<file path="src/verilog/acu_params.svh">
// accumulator access unit constants: field positions, sizes, limit values
// assumes inclusion by the design module only
`ifndef ACU_PARAMS_SVH
`define ACU_PARAMS_SVH
`define ACU_NUM_ACC 4
`define ACU_ACC_W 36
`define ACU_EXT_MSB 35
`define ACU_EXT_LSB 32
`define ACU_HI_MSB 31
`define ACU_HI_LSB 16
`define ACU_LO_MSB 15
`define ACU_LO_LSB 0
`define ACU_POS_LIMIT 16'h7fff
`define ACU_NEG_LIMIT 16'h8000
`define ACU_ACC_RESET 36'h0_0000_0000
`endif

</file>
<file path="src/verilog/acu_pkg.sv">
// accumulator access unit types: access targets, sizes and the request struct
// assumes the decoder drives one request per cycle
package acu_pkg;
    typedef enum logic [2:0] {
        ACU_SEL_WHOLE,
        ACU_SEL_LONG_PAIR,
        ACU_SEL_EXT,
        ACU_SEL_HIGH,
        ACU_SEL_LOW
    } acu_sel_t;
    typedef enum logic [1:0] {
        ACU_SIZE_BYTE,
        ACU_SIZE_WORD,
        ACU_SIZE_LONG
    } acu_size_t;
    typedef struct packed {
        logic valid;
        logic write;
        logic [1:0] acc;
        acu_sel_t sel;
        acu_size_t size;
        logic unsigned_move;
        logic [31:0] data;
    } acu_req_t;
    typedef struct packed {
        logic valid;
        logic [1:0] acc;
        logic [35:0] value;
    } acu_alu_wr_t;
endpackage

</file>
<file path="src/verilog/acu_core.sv">
// accumulator access unit: four accumulators with whole, pair and portion access
// assumes decoded move requests and alu results are synchronous to core_clk
//
// Functional notes
// - four 36-bit accumulators, whole, long pair and portion access
// - whole accumulator stored as source is limited on overflow
// - long pair read returns 32 bits with no limiting
// - portion reads and writes are never limited
// - third and fourth accumulators refuse extension and low portion moves
// - word read of whole returns high word when extension unused
// - word read of whole returns limited value when extension in use
// - arithmetic operand output carries all 36 bits unlimited
// - word write to whole: high word, sign extension, low cleared
// - byte write to whole: low byte, sign or zero fill, low cleared
// - long write to whole: 32 bits into pair, extension sign filled
// - long pair refused as write destination
// - extension word read is sign extended to 16 bits
// - extension word write keeps 4 low bits only, others untouched
// - high word read gives 16 bits, byte read gives low 8
// - high word is the 16-bit operand for arithmetic and unsigned moves
// - high word write replaces only those 16 bits
// - low word read of first two accumulators returns 16 bits
// - low word write replaces only those 16 bits
// - layout: extension 35..32, high 31..16, low 15..0
// - extension in use flag set when an alu result crosses bit 31
// - limiting gives 7fff or 8000, or 7fffffff or 80000000 on long reads, source accumulator unchanged
// - limit flag set whenever a transferred value is limited
`timescale 1ns/1ps
`include "acu_params.svh"

module acu_core (
    input wire logic core_clk,
    input wire logic rstn,
    input wire acu_pkg::acu_req_t req,
    input wire acu_pkg::acu_alu_wr_t alu_wr,
    input wire logic [1:0] operand_sel,
    output logic [31:0] core_read_data_bus,
    output logic read_valid,
    output logic req_refused,
    output logic [35:0] alu_operand_whole,
    output logic [15:0] alu_operand_high,
    output logic ext_in_use,
    output logic limit_flag
);
    logic [35:0] acc_reg [0:3];
    logic [35:0] cur;
    logic [3:0] ext;
    logic [15:0] hi;
    logic [15:0] lo;
    logic [31:0] pair_rd;
    logic [11:0] ext_fill;

    logic in_use;
    logic [15:0] limited;
    logic [15:0] lim_lo;
    logic size_byte;
    logic size_word;
    logic size_long;

    logic portion_blocked;
    logic pair_write;
    logic refuse;
    logic do_read;
    logic do_write;

    logic [31:0] whole_rd;
    logic whole_lim;
    logic [31:0] rd_next;
    logic lim_hit;

    logic byte_fill;
    logic [35:0] whole_wr;
    logic [35:0] wr_val;
    logic [3:0] mv_hit;
    logic [3:0] alu_hit;
    logic res_in_use;

    // current accumulator fields
    // field layout
    assign cur = acc_reg[req.acc];
    assign ext = cur[`ACU_EXT_MSB:`ACU_EXT_LSB];
    assign hi = cur[`ACU_HI_MSB:`ACU_HI_LSB];
    assign lo = cur[`ACU_LO_MSB:`ACU_LO_LSB];
    // the pair is the high and low words, never limited
    assign pair_rd = {hi, lo};
    // extension reads copy its top bit into the upper twelve
    assign ext_fill = {12{ext[3]}};
    // extension bits in use when they differ from the high word sign
    assign in_use = (ext != {4{hi[15]}});
    // saturate toward the sign of the whole value
    assign limited = ext[3] ? `ACU_NEG_LIMIT : `ACU_POS_LIMIT;
    // low half of the 32-bit full scale value
    assign lim_lo = ext[3] ? 16'h0000 : 16'hffff;
    assign size_byte = (req.size == acu_pkg::ACU_SIZE_BYTE);
    assign size_word = (req.size == acu_pkg::ACU_SIZE_WORD);
    assign size_long = (req.size == acu_pkg::ACU_SIZE_LONG);

    // upper accumulators have no ordinary ext or low access
    assign portion_blocked = req.acc[1]
        && (req.sel == acu_pkg::ACU_SEL_EXT || req.sel == acu_pkg::ACU_SEL_LOW);
    assign pair_write = req.write && req.sel == acu_pkg::ACU_SEL_LONG_PAIR;
    // a refused request changes no state and returns no data
    always_comb begin
        refuse = 1'b0;
        if (req.valid) begin
            if (portion_blocked) begin
                refuse = 1'b1;
            end
            if (pair_write) begin
                refuse = 1'b1;
            end
        end
    end
    assign do_read = req.valid && !req.write && !refuse;
    assign do_write = req.valid && req.write && !refuse;

    // whole accumulator read, limited when the extension is in use
    always_comb begin
        whole_rd = {16'h0000, hi};
        whole_lim = 1'b0;
        if (size_long) begin
            if (in_use) begin
                // long store of whole is limited to 32-bit full scale
                whole_rd = {limited, lim_lo};
                whole_lim = 1'b1;
            end else begin
                whole_rd = pair_rd;
            end
        end else begin
            if (in_use) begin
                whole_rd = {16'h0000, limited};
                whole_lim = 1'b1;
            end else begin
                whole_rd = {16'h0000, hi};
            end
        end
    end

    // read data path
    always_comb begin
        rd_next = 32'h0000_0000;
        lim_hit = 1'b0;
        unique case (req.sel)
            acu_pkg::ACU_SEL_WHOLE: begin
                rd_next = whole_rd;
                lim_hit = whole_lim;
            end
            acu_pkg::ACU_SEL_LONG_PAIR: begin
                rd_next = pair_rd;
            end
            acu_pkg::ACU_SEL_EXT: begin
                rd_next = {16'h0000, ext_fill, ext};
            end
            acu_pkg::ACU_SEL_HIGH: begin
                if (size_byte) begin
                    rd_next = {24'h00_0000, hi[7:0]};
                end else begin
                    rd_next = {16'h0000, hi};
                end
            end
            acu_pkg::ACU_SEL_LOW: begin
                rd_next = {16'h0000, lo};
            end
            default: begin
                rd_next = 32'h0000_0000;
            end
        endcase
    end

    // byte fill is the sign, or zero on an unsigned move
    assign byte_fill = req.data[7] && !req.unsigned_move;

    // whole accumulator write with sign or zero extension
    always_comb begin
        if (size_long) begin
            // long into pair, extension sign filled
            whole_wr = {{4{req.data[31]}}, req.data[31:0]};
        end else if (size_word) begin
            whole_wr = {{4{req.data[15]}}, req.data[15:0], 16'h0000};
        end else begin
            // byte into low 8 bits of high word, low cleared
            whole_wr = {{12{byte_fill}}, req.data[7:0], 16'h0000};
        end
    end

    // write value for the move path
    always_comb begin
        wr_val = cur;
        unique case (req.sel)
            acu_pkg::ACU_SEL_WHOLE: begin
                wr_val = whole_wr;
            end
            acu_pkg::ACU_SEL_EXT: begin
                wr_val = {req.data[3:0], cur[31:0]};
            end
            acu_pkg::ACU_SEL_HIGH: begin
                wr_val = {ext, req.data[15:0], lo};
            end
            acu_pkg::ACU_SEL_LOW: begin
                wr_val = {ext, hi, req.data[15:0]};
            end
            default: begin
                wr_val = cur;
            end
        endcase
    end

    // accumulator storage, a move write beats an alu result
    // four 36-bit accumulators
    genvar gi;
    generate
        for (gi = 0; gi < `ACU_NUM_ACC; gi = gi + 1) begin : g_acc
            // one select bit per accumulator
            assign mv_hit[gi] = do_write && (req.acc == 2'(gi));
            assign alu_hit[gi] = alu_wr.valid && (alu_wr.acc == 2'(gi));
            always_ff @(posedge core_clk or negedge rstn) begin
                if (!rstn) begin
                    acc_reg[gi] <= `ACU_ACC_RESET;
                end else if (mv_hit[gi]) begin
                    acc_reg[gi] <= wr_val;
                end else if (alu_hit[gi]) begin
                    acc_reg[gi] <= alu_wr.value;
                end
            end
        end
    endgenerate

    // answer pulses one cycle after the request, refusals never read_valid
    always_ff @(posedge core_clk or negedge rstn) begin
        if (!rstn) begin
            read_valid <= 1'b0;
            req_refused <= 1'b0;
        end else begin
            read_valid <= do_read;
            req_refused <= refuse;
        end
    end

    // read data holds until the next accepted read
    always_ff @(posedge core_clk or negedge rstn) begin
        if (!rstn) begin
            core_read_data_bus <= 32'h0000_0000;
        end else if (do_read) begin
            core_read_data_bus <= rd_next;
        end
    end

    // operands never pass through the limiter
    // full 36 bits, no limiting
    always_ff @(posedge core_clk or negedge rstn) begin
        if (!rstn) begin
            alu_operand_whole <= `ACU_ACC_RESET;
        end else begin
            alu_operand_whole <= acc_reg[operand_sel];
        end
    end

    always_ff @(posedge core_clk or negedge rstn) begin
        if (!rstn) begin
            alu_operand_high <= 16'h0000;
        end else begin
            alu_operand_high <= acc_reg[operand_sel][`ACU_HI_MSB:`ACU_HI_LSB];
        end
    end

    // alu result reaching past bit 31
    assign res_in_use = alu_wr.value[35:32] != {4{alu_wr.value[31]}};

    // status flags have no clear path, there is no register access
    // extension in use flag, sticky until reset
    always_ff @(posedge core_clk or negedge rstn) begin
        if (!rstn) begin
            ext_in_use <= 1'b0;
        end else if (alu_wr.valid && res_in_use) begin
            ext_in_use <= 1'b1;
        end
    end

    // limit flag, set by a limited transfer, sticky until reset
    always_ff @(posedge core_clk or negedge rstn) begin
        if (!rstn) begin
            limit_flag <= 1'b0;
        end else if (do_read && lim_hit) begin
            limit_flag <= 1'b1;
        end
    end
endmodule

</file>
<file path="config.mk">
export PLATFORM = sky130hd
export DESIGN_NAME = acu_core
export DESIGN_NICKNAME = d
export VERILOG_FILES = /design/src/verilog/acu_pkg.sv /design/src/verilog/acu_core.sv
export VERILOG_INCLUDE_DIRS = /design/src /design/src/verilog
export SDC_FILE = /design/constraint.sdc
export NUM_CORES = 1
export LEC_CHECK = 0
export BUFFER_PORTS_ARGS = -buffer_cell sky130_fd_sc_hd__buf_2
export CAP_MARGIN = 30
export CORE_ASPECT_RATIO = 0.5
export CORE_UTILIZATION = 50
export CTS_CLUSTER_SIZE = 24
export DETAILED_ROUTE_END_ITERATION = 10
export PLACE_DENSITY = 0.74
export SYNTH_ARGS = -nofsm -noshare
export SYNTH_HDL_FRONTEND = slang
export SYNTH_SLANG_ARGS = --single-unit
</file>
<file path="constraint.sdc">
create_clock -name core_clk -period 2.2 [get_ports core_clk]
set_clock_uncertainty 0.2 [all_clocks]
set_input_delay 0.11 -clock core_clk [delete_from_list [all_inputs] [get_ports core_clk]]
set_output_delay 0.11 -clock core_clk [all_outputs]
set_load 0.1 [all_outputs]
</file>
# --- After elaboration in Yosys (flattened, before gate mapping) ---
# Index checks and enable logic that the tools add are counted.
word_totals:
  ff_bits: 232
classes:
  order_cmp: 2
  muxes: 29
  n_reduce_logical: 29
  bitwise: 2
  n_eq_ne: 14
op_table:
  columns: ["operator", "n"]
  rows:
  - ["$mux W36", 14]
  - ["$pmux W32 S5", 1]
  - ["$bmux W36 S2", 2]
  - ["$pmux W36 S4", 1]
  - ["$mux W16", 4]
  - ["$mux W32", 2]
  - ["$logic_and A1 B1 Y1", 17]
  - ["$eq A2 B2 Y1 const B", 5]
  - ["$ne A4 B4 Y1", 2]
  - ["$reduce_bool A2 Y1", 4]
  - ["$eq A2 B1 Y1 const B", 3]
  - ["$eq A3 B2 Y1 const B", 2]
  - ["$ge A3 B3 Y1 const B", 2]
  - ["$logic_not A2 Y1", 3]
  - ["$not A2 Y3", 2]
  - ["$mux W1", 5]
  - ["$eq A3 B1 Y1 const B", 1]
  - ["$eq A3 B3 Y1 const B", 1]
  - ["$logic_not A1 Y1", 3]
  - ["$logic_not A3 Y1", 1]
  - ["$logic_or A1 B1 Y1", 1]

# --- Depth between registers and ports, before layout ---
depth:
  word_depth: 10
  mapped_depth: 9

# --- Worst setup path after synthesis ---
# OpenSTA, ideal clock, no wires.
synth_timing:
  path_kind: "register to register"
  startpoint: "register acc_reg[34] (netlist bit)"
  endpoint: "register core_read_data_bus[23]"
  n_path_buf: 2
  t_arrival_ns: 1.991
  required_time_ns: 1.868
  path_stages_with_launch: 8
  setup_ns: 0.132
  synth_period_minus_slack_ns: 2.324
  path_slack_ns: -0.124
  path_cell_list: "dfrtp_1 > mux4_2 > or4_4 > and3b_1 > buf_6 > buf_6 > nor2_1 > o21ai_1"
synth_between:
  elab_chain_len: 7
synth_lines:
  columns: ["element", "line", "rtl"]
  rows:
  - ["start: declaration", "acu_core.sv:45", "logic [35:0] acc_reg [0:3];"]
  - ["start signal: indexed assignment", "acu_core.sv:218", "acc_reg[gi] <= `ACU_ACC_RESET;"]
  - ["start signal: indexed assignment", "acu_core.sv:220", "acc_reg[gi] <= wr_val;"]
  - ["start signal: indexed assignment", "acu_core.sv:222", "acc_reg[gi] <= alu_wr.value;"]
  - ["$bmux W36 S2", "acu_core.sv:80", "assign cur = acc_reg[req.acc];"]
  - ["$mux W36 (implied by the code) (2 in series)", "acu_core.sv:80", null]
  - ["$ne A4 B4 Y1", "acu_core.sv:89", "assign in_use = (ext != {4{hi[15]}});"]
  - ["$mux W32", "acu_core.sv:122", "if (in_use) begin"]
  - ["$mux W32", "acu_core.sv:121", "if (size_long) begin"]
  - ["$pmux W32 S5", "acu_core.sv:143", "unique case (req.sel)"]
  - ["end signal: assignment", "acu_core.sv:244", "core_read_data_bus <= rd_next;"]
  - ["end: declaration", "acu_core.sv:37", "output logic [31:0] core_read_data_bus,"]
# Every way passes these cells. The select of a mux whose other input is x is not followed.
# A chain may end at the register's enable or synchronous reset.

# --- Final worst setup path ---
layout_timing:
  startpoint: "register acc_reg[32] (netlist bit)"
  endpoint: "register core_read_data_bus[13]"
layout_between:
  elab_chain_len: 7
layout_lines:
  columns: ["element", "line"]
  rows:
  - ["$bmux W36 S2 *", "acu_core.sv:80"]
  - ["$mux W36 (implied by the code) * (2 in series)", "acu_core.sv:80"]
  - ["$ne A4 B4 Y1 *", "acu_core.sv:89"]
  - ["$mux W16 / $mux W32 (equally long branches)", "acu_core.sv:130, acu_core.sv:122"]
  - ["$mux W32 *", "acu_core.sv:121"]
  - ["$pmux W32 S5 *", "acu_core.sv:143"]
# Mark *: on every way between the ends. The rest lies on a longest branch, timed or not. The select of a mux whose other input is x is not followed.

==> results.toml <==
[synth]
synthTopCellsByArea = "dfrtp_1 43%, mux4_2 17%, mux2i_1 7.5%"
synth.top_cells.by_count = "216 x dfrtp_1, 135 x nand2_1, 96 x mux4_2"
syn-num-nets = 1242
synthArstFlopShare = 1.00
synth_most_common_cell = "dfrtp_1"
ys_types = 53
synth_seq_area_share = 0.427
syn_avg_cell_area_um2 = 10.9
syn_area_mm2 = 0.0127
synth_area_leader_cell = "dfrtp_1"
synth_edf_count = 0
ys_warn_count = 0
synth-seq-cells = 216
netlist.area_leader.share = 0.427
ys.flop_type = "dfrtp_1"
netlist_instances = 1157

[outcome]
status = "finished with violations"
violations = "setup timing"

[sta]
final.setup.tns_ns = -6.27
max_freq_mhz = 410
drv_slew = 0
fin_crit_sh = 1.11
rsz0062_at_grt = "true"
fin_crit_ns = 2.44
tightest_slew_ns = 0.740
maxSlewHeadroom = 0.505
hold_viol_final = 0
fin_ws_ns = -0.238
setup_viol = 32

[clock_network]
clockBufferDepth = 3
tritoncts = "built"
htree_levels = 1
numCtsBuffers = 21
cts.sinks = 216
cts_root_buffer = "clkbuf_16"
clk_pin_slew_ns = 0.06
clkLatencyLatePin_ns = 0.53

[worst_setup_path]
max_stage_delay_ns = 0.60
path_cells = "mux4_2 -> or4_4 -> nand2b_4 -> buf_12 -> a31oi_1 -> a211o_1"
cp-start-kind = "flip-flop"
slowest_stage = "or4_4"
cp.required_ns = 2.40
critPathArrivalTime_ns = 2.64
r2r_cells = 6
critPathMaxFanout = 12
crit_path_end_kind = "flip-flop"
critPathKind = "flip-flop to flip-flop"

[global_routing]
grt_antenna_before_repair = 0
grt-ovfl-total = 0
grt_pass1_wl_mm = 66.2
grt_use_total = 0.339
grt_max_degree = 72
grt_pass1_vias = 11400

[floorplanning]
core_mm2 = 0.0244
die_h_um = 115
die_w_um = 227
io-pin-count = 173
initial_core_util = 0.519
dieArea_mm2 = 0.0260
rows = 40

[drt]
ant_nets = 0
initialDrtViolationCount = 1369
routed_wl_mm = 43.3
wire_per_inst_um = 24.3
drc = 0
vias_per_cell = 6.36
dr.pass1.iters = 7
vias = 11400

[power]
seqPwrFrac = 0.341
switching_share = 0.428
leakage_uw = 0.00742
pwr-share-comb = 0.429
power.internal_uw = 9490
power_density_mw_per_mm2 = 1030
pwr-share-clk = 0.230
p_switching_uw = 7110
finalPower_uw = 16600
peakVddDrop_v = 0.000669

[final_layout]
drive_gt1_frac = 0.339
fin_area_mm2 = 0.0162
area_growth_pct = 27.6
largest_register_ffs = 144
seq_area_mm2 = 0.00541
post-route-util = 0.662
fillerInstances = 1867
finalNetCount = 1520
multiInputGateArea_mm2 = 0.00678

[placed_design]
globalplace.congestion = 0.906
post_dp_cell_area_mm2 = 0.0145
dpl.hpwl_mm = 28.7
dp_slack_ns = -0.297
io_buffer_count = 172

[worst_hold_path]
hold_depth = 4
hold_class = "primary input to flip-flop"

[job]
drv_cap = 0
routing by layer:
metal  vias to the layer above  wire, um  GRT usage
li1                       4865         -          -
met3                       156      4710     0.0924
met2                       752     19900      0.523
met1                      5578     16800      0.455
met4                         0      1880      0.145
met5                         -         0          0
worst max-delay path, delay by kind of cell, from the launching register on:
kind	cells	cell delay, ns
and+or+nand+nor	2	0.71
muxes	1	0.48
DFF	1	0.39
AOI/OAI and AO/OA	2	0.37
buffers and inverters	1	0.15
cell usage in the layout, fill, tap and decap left out, types with 3 or more instances in the layout:
master and n:
dfrtp_1 216, buf_2 170, nand2_1 135, buf_4 98, mux4_2 96, mux2i_1 95
a21oi_1 87, o21ai_0 85, dlygate4sd3_1 75, nor2_1 65, mux2_2 39, buf_12 22
a31oi_1 21, clkbuf_16 21, o21ai_1 17, a22oi_1 16, a22o_1 15, nor2b_1 15
a211oi_1 15, a211o_1 15, nor2_2 14, inv_1 10, nand3_1 10, nand2b_1 8
o2111ai_1 7, clkbuf_1 6, and2_0 5, a221oi_1 5, o22ai_1 4, and2_1 3
a32oi_1 3, bufinv_16 3, clkinv_2 3
per-stage QoR:
stage / hold WS, ns / cells
3_3_place_gp: -0.0780 / 1661
6_report: 0.0281 / 1786
4_1_cts: 0.000618 / 1775
3_5_place_dp: -0.0753 / 1661
5_1_grt: 0.0578 / 1784
2_1_floorplan: -0.386 / 1157
timing repair:
item | 4_1_cts | 5_1_grt
buffers inserted | 1 | 11
pin swaps | 4 | 3
endpoints found under the hold margin | 374 | 0
hold buffers | 77 | 0
resized for setup | 18 | 10
setup endpoints to repair | 36 | 39
layout make-up:
| class | instances | share of cell area |
|---|---|---|
| clock inverter | 7 | 0.00697 |
| timing repair buffer | 368 | 0.174 |
| tap | 336 | 0.0260 |
| antenna | 2 | 0.000310 |
| inverter | 11 | 0.00256 |
| multi-input combinational | 817 | 0.420 |
| clock buffer | 29 | 0.0356 |
| sequential | 216 | 0.334 |
power groups by stage:
stage               logic (uW)  clock network, uW  registers [uW]
detailed placement        6780                  0            5690
finish                    7130               3820            5660
global route              7460               4000            5740
CTS                       6970               3840            5620
global placement          6680                  0            5610
floorplan                 3200                  0            7440
cell families (layout without fill, tap and decap cells):
logic type	after synthesis	after routing	synth area share
AOI/OAI and AO/OA	305	305	0.147
xor gates and xnor gates	3	3	0.00207
buffers and inverters	124	415	0.0461
DFF	216	216	0.427
muxes	231	231	0.282
other	0	2	0
and+or+nand+nor	278	278	0.0964
worst paths after layout:
kind,start,end,slack [ns]
worst max-delay path,acc_reg[32],core_read_data_bus[13],-0.24
worst min-delay path,req[36],read_valid,0.03
worst max register to register,acc_reg[32],core_read_data_bus[13],-0.24
worst min register to register,core_read_data_bus[30],core_read_data_bus[30],0.29
max in group asynchronous,rstn,alu_operand_high[11],0.52
min in group asynchronous,rstn,alu_operand_high[4],0.46
Power figures use the tool's default switching activity.
